### src/hw/timer_pkg.sv
// Shared constants and carrier types of the interval timer.
// Assumes a single clock domain and a 16-bit register slave port driven by on-chip logic.
package timer_pkg;

  localparam int ADDR_W = 4;
  localparam int DATA_W = 16;
  localparam int CNT_W  = 32;
  localparam int SLICES = CNT_W / DATA_W;

  // Word offsets on the 16-bit slave port.
  localparam logic [ADDR_W-1:0] OFS_STATUS      = 4'h0;
  localparam logic [ADDR_W-1:0] OFS_CONTROL     = 4'h1;
  localparam logic [ADDR_W-1:0] OFS_PERIOD_BASE = 4'h2;
  localparam logic [ADDR_W-1:0] OFS_SNAP_BASE   = 4'h4;

  // Field positions.
  localparam int STAT_EXPIRY_BIT  = 0;
  localparam int STAT_RUNNING_BIT = 1;
  localparam int CTRL_IRQ_EN_BIT  = 0;
  localparam int CTRL_FREE_RUN_BIT = 1;
  localparam int CTRL_START_BIT   = 2;
  localparam int CTRL_STOP_BIT    = 3;

  // Reset values.
  localparam logic [CNT_W-1:0]  DEFAULT_PERIOD = 32'h0000_ffff;
  localparam logic [DATA_W-1:0] RDATA_RESET    = 16'h0000;

  typedef struct packed {
    logic              cs;
    logic              write;
    logic              read;
    logic [ADDR_W-1:0] addr;
    logic [DATA_W-1:0] wdata;
  } bus_req_s;

  typedef struct packed {
    logic             load;
    logic             start;
    logic             stop;
    logic             free_run;
    logic [CNT_W-1:0] period;
  } counter_cmd_s;

endpackage : timer_pkg

### src/hw/timer_counter_core.sv
// Down counter with run state, zero hold and automatic reload.
// Assumes commands arrive as single-cycle strobes from the register slave on the same clock.
module timer_counter_core #(
  parameter bit RUN_CONTROL = 1'b1
) (
  input  wire logic                    clk_i,
  input  wire logic                    reset_n_i,
  input  wire timer_pkg::counter_cmd_s cmd_i,
  output logic [timer_pkg::CNT_W-1:0]  count_o,
  output logic                         running_o,
  output logic                         zero_o
);

  typedef struct packed {
    logic [timer_pkg::CNT_W-1:0] count;
    logic                        running;
  } core_state_s;

  core_state_s state_r;
  core_state_s state_nxt;
  logic        at_zero;

  always_comb begin
    state_nxt = state_r;
    at_zero   = state_r.running && (state_r.count == '0);
    if (at_zero) begin
      // Zero is held for this one cycle, then the period is reloaded.
      state_nxt.count   = cmd_i.period;
      state_nxt.running = cmd_i.free_run;
    end else if (state_r.running) begin
      state_nxt.count = state_r.count - timer_pkg::CNT_W'(1);
    end
    if (cmd_i.start && !state_r.running) begin
      state_nxt.running = 1'b1;
    end
    if (cmd_i.stop && RUN_CONTROL) begin
      state_nxt.running = 1'b0;
    end
    if (cmd_i.load) begin
      state_nxt.count = cmd_i.period;
      if (RUN_CONTROL) begin
        state_nxt.running = 1'b0;
      end
    end
  end

  always_ff @(posedge clk_i) begin
    if (!reset_n_i) begin
      state_r <= '{count: timer_pkg::DEFAULT_PERIOD, running: 1'b0};
    end else begin
      state_r <= state_nxt;
    end
  end

  assign count_o   = state_r.count;
  assign running_o = state_r.running;
  assign zero_o    = at_zero;

endmodule : timer_counter_core

### src/hw/interval_timer_control.sv
// Interval timer: 16-bit register slave, control and status bits, period and snapshot words.
// Assumes a bus master on the same clock; reads answer one cycle after the request.
module interval_timer_control #(
  parameter bit                          RUN_CONTROL     = 1'b1,
  parameter bit                          WRITABLE_PERIOD = 1'b1,
  parameter logic [timer_pkg::CNT_W-1:0] FIXED_PERIOD    = timer_pkg::DEFAULT_PERIOD
) (
  input  wire logic                           CORE_CLK_I,
  input  wire logic                           RESET_N_I,
  input  wire logic                           CHIP_SELECT_I,
  input  wire logic                           WRITE_I,
  input  wire logic                           READ_I,
  input  wire logic [timer_pkg::ADDR_W-1:0]   ADDRESS_I,
  input  wire logic [timer_pkg::DATA_W-1:0]   WRITE_DATA_I,
  output logic      [timer_pkg::DATA_W-1:0]   READ_DATA_O,
  output logic                                IRQ_O
);

  localparam int CNT_W  = timer_pkg::CNT_W;
  localparam int DATA_W = timer_pkg::DATA_W;
  localparam int ADDR_W = timer_pkg::ADDR_W;
  localparam int SLICES = timer_pkg::SLICES;

  typedef struct packed {
    logic              irq_enable;
    logic              free_running_enable;
    logic              expiry_flag;
    logic [CNT_W-1:0]  period;
    logic [CNT_W-1:0]  snapshot;
    logic [DATA_W-1:0] rdata;
  } regs_s;

  regs_s                   regs_r;
  regs_s                   regs_nxt;
  timer_pkg::bus_req_s     req;
  timer_pkg::counter_cmd_s cmd;
  logic [CNT_W-1:0]        count;
  logic                    running;
  logic                    zero_event;
  logic                    wr;
  logic                    rd;

  // Slice index of a word within a block starting at base, or -1 outside it.
  function automatic int slice_of(input logic [ADDR_W-1:0] addr,
                                  input logic [ADDR_W-1:0] base);
    int idx;
    idx = -1;
    for (int i = 0; i < SLICES; i++) begin
      if (addr == base + ADDR_W'(i)) begin
        idx = i;
      end
    end
    return idx;
  endfunction : slice_of

  // Read value of one word; unmapped words and reserved bits read as zero.
  function automatic logic [DATA_W-1:0] read_word(input logic [ADDR_W-1:0] addr,
                                                  input regs_s           rg,
                                                  input logic            run);
    logic [DATA_W-1:0] word;
    int                ps;
    int                ss;
    word = '0;
    ps   = slice_of(addr, timer_pkg::OFS_PERIOD_BASE);
    ss   = slice_of(addr, timer_pkg::OFS_SNAP_BASE);
    if (addr == timer_pkg::OFS_STATUS) begin
      word[timer_pkg::STAT_EXPIRY_BIT]  = rg.expiry_flag;
      word[timer_pkg::STAT_RUNNING_BIT] = run;
    end else if (addr == timer_pkg::OFS_CONTROL) begin
      word[timer_pkg::CTRL_IRQ_EN_BIT]   = rg.irq_enable;
      word[timer_pkg::CTRL_FREE_RUN_BIT] = rg.free_running_enable;
    end else if (ps >= 0) begin
      word = rg.period[ps*DATA_W +: DATA_W];
    end else if (ss >= 0) begin
      word = rg.snapshot[ss*DATA_W +: DATA_W];
    end
    return word;
  endfunction : read_word

  assign req = '{cs: CHIP_SELECT_I, write: WRITE_I, read: READ_I,
                 addr: ADDRESS_I, wdata: WRITE_DATA_I};
  assign wr  = req.cs && req.write;
  assign rd  = req.cs && req.read;

  always_comb begin
    int ps;
    int ss;
    ps       = slice_of(req.addr, timer_pkg::OFS_PERIOD_BASE);
    ss       = slice_of(req.addr, timer_pkg::OFS_SNAP_BASE);
    regs_nxt = regs_r;
    cmd      = '{load: 1'b0, start: 1'b0, stop: 1'b0,
                 free_run: regs_r.free_running_enable, period: regs_r.period};

    if (wr && (req.addr == timer_pkg::OFS_STATUS)) begin
      // Only the expiry flag responds here, cleared by writing 0; the running bit is not writable.
      if (!req.wdata[timer_pkg::STAT_EXPIRY_BIT]) begin
        regs_nxt.expiry_flag = 1'b0;
      end
    end

    if (wr && (req.addr == timer_pkg::OFS_CONTROL)) begin
      regs_nxt.irq_enable          = req.wdata[timer_pkg::CTRL_IRQ_EN_BIT];
      regs_nxt.free_running_enable = req.wdata[timer_pkg::CTRL_FREE_RUN_BIT];
      cmd.start = req.wdata[timer_pkg::CTRL_START_BIT];
      cmd.stop  = req.wdata[timer_pkg::CTRL_STOP_BIT] && RUN_CONTROL;
    end

    if (wr && (ps >= 0)) begin
      if (WRITABLE_PERIOD) begin
        regs_nxt.period[ps*DATA_W +: DATA_W] = req.wdata;
      end
      // With a fixed period the register never changes, so this reloads it.
      cmd.load   = 1'b1;
      cmd.period = regs_nxt.period;
    end

    if (wr && (ss >= 0)) begin
      // Whole counter captured in one cycle; data ignored; core untouched.
      regs_nxt.snapshot = count;
    end

    // A reach of zero in the same cycle as a clearing write keeps the flag set.
    if (zero_event) begin
      regs_nxt.expiry_flag = 1'b1;
    end

    if (rd) begin
      regs_nxt.rdata = read_word(req.addr, regs_r, running);
    end
  end

  always_ff @(posedge CORE_CLK_I) begin
    if (!RESET_N_I) begin
      regs_r <= '{irq_enable: 1'b0, free_running_enable: 1'b0, expiry_flag: 1'b0,
                 period: FIXED_PERIOD, snapshot: '0,
                 rdata: timer_pkg::RDATA_RESET};
    end else begin
      regs_r <= regs_nxt;
    end
  end

  timer_counter_core #(
    .RUN_CONTROL (RUN_CONTROL)
  ) u_core (
    .clk_i     (CORE_CLK_I),
    .reset_n_i (RESET_N_I),
    .cmd_i     (cmd),
    .count_o   (count),
    .running_o (running),
    .zero_o    (zero_event)
  );

  assign READ_DATA_O = regs_r.rdata;
  // Request stays raised until the flag or the enable is cleared.
  assign IRQ_O       = regs_r.expiry_flag && regs_r.irq_enable;

endmodule : interval_timer_control

### config.mk
export PLATFORM = sky130hd
export DESIGN_NAME = interval_timer_control
export DESIGN_NICKNAME = d
export VERILOG_FILES = /design/src/hw/timer_pkg.sv /design/src/hw/timer_counter_core.sv /design/src/hw/interval_timer_control.sv
export SDC_FILE = /design/constraint.sdc
export NUM_CORES = 1
export LEC_CHECK = 0
export BUFFER_PORTS_ARGS = -buffer_cell sky130_fd_sc_hd__buf_2
export CORE_UTILIZATION = 35
export CTS_CLUSTER_DIAMETER = 200
export DETAILED_ROUTE_END_ITERATION = 7
export PLACE_DENSITY = 0.58
export SYNTH_ARGS = -nofsm -noshare
export SYNTH_HDL_FRONTEND = slang
export SYNTH_SLANG_ARGS = --single-unit
### constraint.sdc
create_clock -name CORE_CLK_I -period 3.4 [get_ports CORE_CLK_I]
set_clock_uncertainty 0.2 [all_clocks]
set_input_delay 0.17 -clock CORE_CLK_I [delete_from_list [all_inputs] [get_ports CORE_CLK_I]]
set_output_delay 0.17 -clock CORE_CLK_I [all_outputs]
set_load 0.02 [all_outputs]
==> metrics <==
outcome=completed; clock sinks=116; Synth Cell Area=0.00614 sq mm; share of the yosys chip area belonging to registers=0.378; Reg2Reg Depth=5; ys async rst share=0; RSZ-0062 raised after global routing=false; layout cells sized above 1=0.166; multi-input logic area=0.00343 sq mm; Lkg Pwr=2.85 nW; Longest Clk Path Bufs=2; cell count along the critical path=5; via count of the first global-routing pass=5684; Antenna Cells=0; CTS Root Cell=clkbuf_16; final setup vio count=0; DP Wirelength=14200 um; TritonCTS clock tree=yes; Compound-Gate Fraction of Synth Area=0.185; Synth Flop Type=dfxtp_1; pin count of the biggest net entering global routing=37; 1st-pass router iterations=7; GP Congestion=0.986; worst-margin pin slew=0.994 ns; Routed WL=20600 um; largest family of logic cells by synthesized area=simple AND/OR/NAND/NOR gates; aggregate global routing overflow=0; Post-synth EDFFs=0; setup ws final=0.547 ns; clk_lat worst skew=0.42 ns; register area=0.00232 sq mm; slack of the worst reg-to-reg path=0.55 ns; max_cap viols=0; CP peak stage delay=0.69 ns; CP Buf/Inv Count=0; CORE AREA=0.0172 sq mm; most common cell after layout, fill and taps aside=dfxtp_1; Worst Min Path Start=ADDRESS_I[3]; Worst Hold Class=in2reg; pwr/cell area=495 mW/mm^2; syn_nets=777; Initial Util=0.356; first-iteration detailed-routing DRC count=621; Slew HR=0.338; final worst-path cycle share=0.839; worst reg2reg startpoint=u_core.count_o[11]; Top Ports=42; setup_tns=0 ns; Fillers=1732; DRC=0; Post-Synth XOR/XNOR Area=0.00571; CP top delay family=simple AND/OR/NAND/NOR gates; Synth Register Bits=116; first-pass GRT wire length=32300 um; Yosys cell types=66; Critical Path Start Type=flip-flop; setup repair bufs after CTS=0; DIE AREA=0.0181 sq mm; worst hold path endpoint=regs_r[80]; CP cell instances=or4_1, nor2_1, and3_1, o21ai_0, a221o_1; initial antenna violation count=0; Max Fclk=351 MHz; total CTS buffers=17; Hold Path Depth=5; WL per Instance=20.2 um; H-tree levels=4; clock transition at the registers of the reported paths=0.06 ns; Place WS=0.639 ns; post-synthesis mux area share=0.126; num rows=48; slowest cell on the critical path=and3_1; yosys warns=0; Area Growth Syn to Fin=19.6%; Vias=5966; critical path type=reg2reg; maximum VDD drop=0.288 mV; Data required, critical path=3.51 ns; fin. max-slew vios=0; Cells after Synth=750; chip height=134 um; Port Buffer Count=41; via-per-instance ratio=5.85; fraction of the mapped netlist area in simple logic gates=0.239; crit path capture type=flip-flop; min Tclk post-route=2.85 ns; Avg Synthesized Cell Area=8.18 sq um; reg2reg end=u_core.count_o[9]; DRT antenna net count=0; Nets=808; total track usage=0.235; final hold vios=0; adder-cell area share of the yosys netlist=0.00408; Die Span X=134 um; critical path arrival=2.96 ns; Worst Path Max Fanout=16; most frequent cells in the layout=116 x dfxtp_1, 115 x nand2_1, 68 x mux2i_1
per-stage QoR:
step | instances | util | area (sq um) | hold slack [ns] | power [mW]
2_1_floorplan | 750 | - | 6140 | 0.106 | 1.62
3_3_place_gp | 968 | 0.377 | 6500 | 0.244 | 1.70
3_5_place_dp | 968 | 0.377 | 6500 | 0.248 | 1.70
4_1_cts | 1019 | 0.426 | 7340 | 0.0413 | 3.65
5_1_grt | 1019 | 0.426 | 7340 | 0.0680 | 3.72
6_report | 1019 | 0.426 | 7340 | 0.0639 | 3.63
where the power goes:
group	internal (mW)	total (mW)	switching [mW]
registers	1.39	1.42	0.0327
clock network	1.28	1.94	0.653
logic	0.106	0.270	0.164
worst reg2reg max path: cells and delay by family (launching register included):
| family | cells | cell delay, ns |
|---|---|---|
| DFF | 1 | 0.41 |
| and+or+nand+nor | 3 | 1.58 |
| AOI/OAI and AO/OA | 2 | 0.55 |
Yosys cell counts (2+ instances only):
cell type  instances  area, sq um
nor2b_1            2         12.5
a21oi_1           57          285
nor3b_1            2         15.0
o311ai_0           4         35.0
dfxtp_1          116         2320
nor4_4             2         42.5
or4_1             10         75.1
o31a_1             3         26.3
ha_1               2         25.0
a211oi_1           3         22.5
a31oi_1           10         62.6
nand3_1           24          120
and4_1             2         17.5
a31o_2             3         26.3
and2_1             4         25.0
mux2i_1           68          681
o211a_1            2         20.0
o22ai_1            2         12.5
a221o_1            3         30.0
clkbuf_1          49          184
nand2b_1           3         18.8
and3_1             9         56.3
inv_1              5         18.8
or2_2              6         37.5
nand4_1           13         81.3
a41oi_1            4         35.0
o211ai_1           8         60.1
nand2_1          115          432
o31ai_1            5         37.5
nor3_1            23          115
nor4_1            15         93.8
o21ai_0           36          180
o2111ai_1          3         26.3
xor2_1             3         26.3
nor2_1            52          195
buf_4             16          120
or3_1              4         25.0
buf_1              4         15.0
a311oi_1           2         17.5
buf_2              7         35.0
nor4b_1            3         26.3
o221ai_1          15          131
mux2_2             8         90.1
logic make-up (layout without fill, tap and decap cells):
family	after synthesis	after routing
xor gates and xnor gates	4	4
DFF	116	116
and+or+nand+nor	297	297
adders and majority gates	2	2
buffers and inverters	82	126
AOI/OAI and AO/OA	173	173
muxes	76	76
registers in the layout, indices dropped and copies added (netlist names):
name,flops
regs_r,66
u_core.count_o,32
READ_DATA_O,16
cmd,1
u_core.running_o,1
worst max-delay path by stage:
stage,from,endpoint,slack (ns)
2_1_floorplan,u_core.count_o[0],u_core.count_o[22],1.00
3_3_place_gp,u_core.count_o[11],u_core.count_o[3],0.74
3_5_place_dp,u_core.count_o[11],u_core.count_o[9],0.64
4_1_cts,u_core.count_o[11],u_core.count_o[9],0.63
5_1_grt,u_core.count_o[11],u_core.count_o[9],0.43
6_report,u_core.count_o[11],u_core.count_o[9],0.55
layout make-up:
type,count,area share
sequential,116,0.317
multi-input combinational,552,0.468
tap,225,0.0384
clock buffer,20,0.0636
inverter,5,0.00256
clock inverter,12,0.0240
timing repair buffer,89,0.0870
metal layers:
layer  global-route usage  wire length, um
met1                0.314             9130
met2                0.353             9030
met3               0.0514             1560
met4                0.121              864
met5                    0                0
repair_timing:
action                                 in CTS  in global routing
endpoints found under the hold margin      50                  0
resized for setup                           0                  0
hold buffers                               19                  0
No activity file was read; power rests on OpenSTA's default activity.
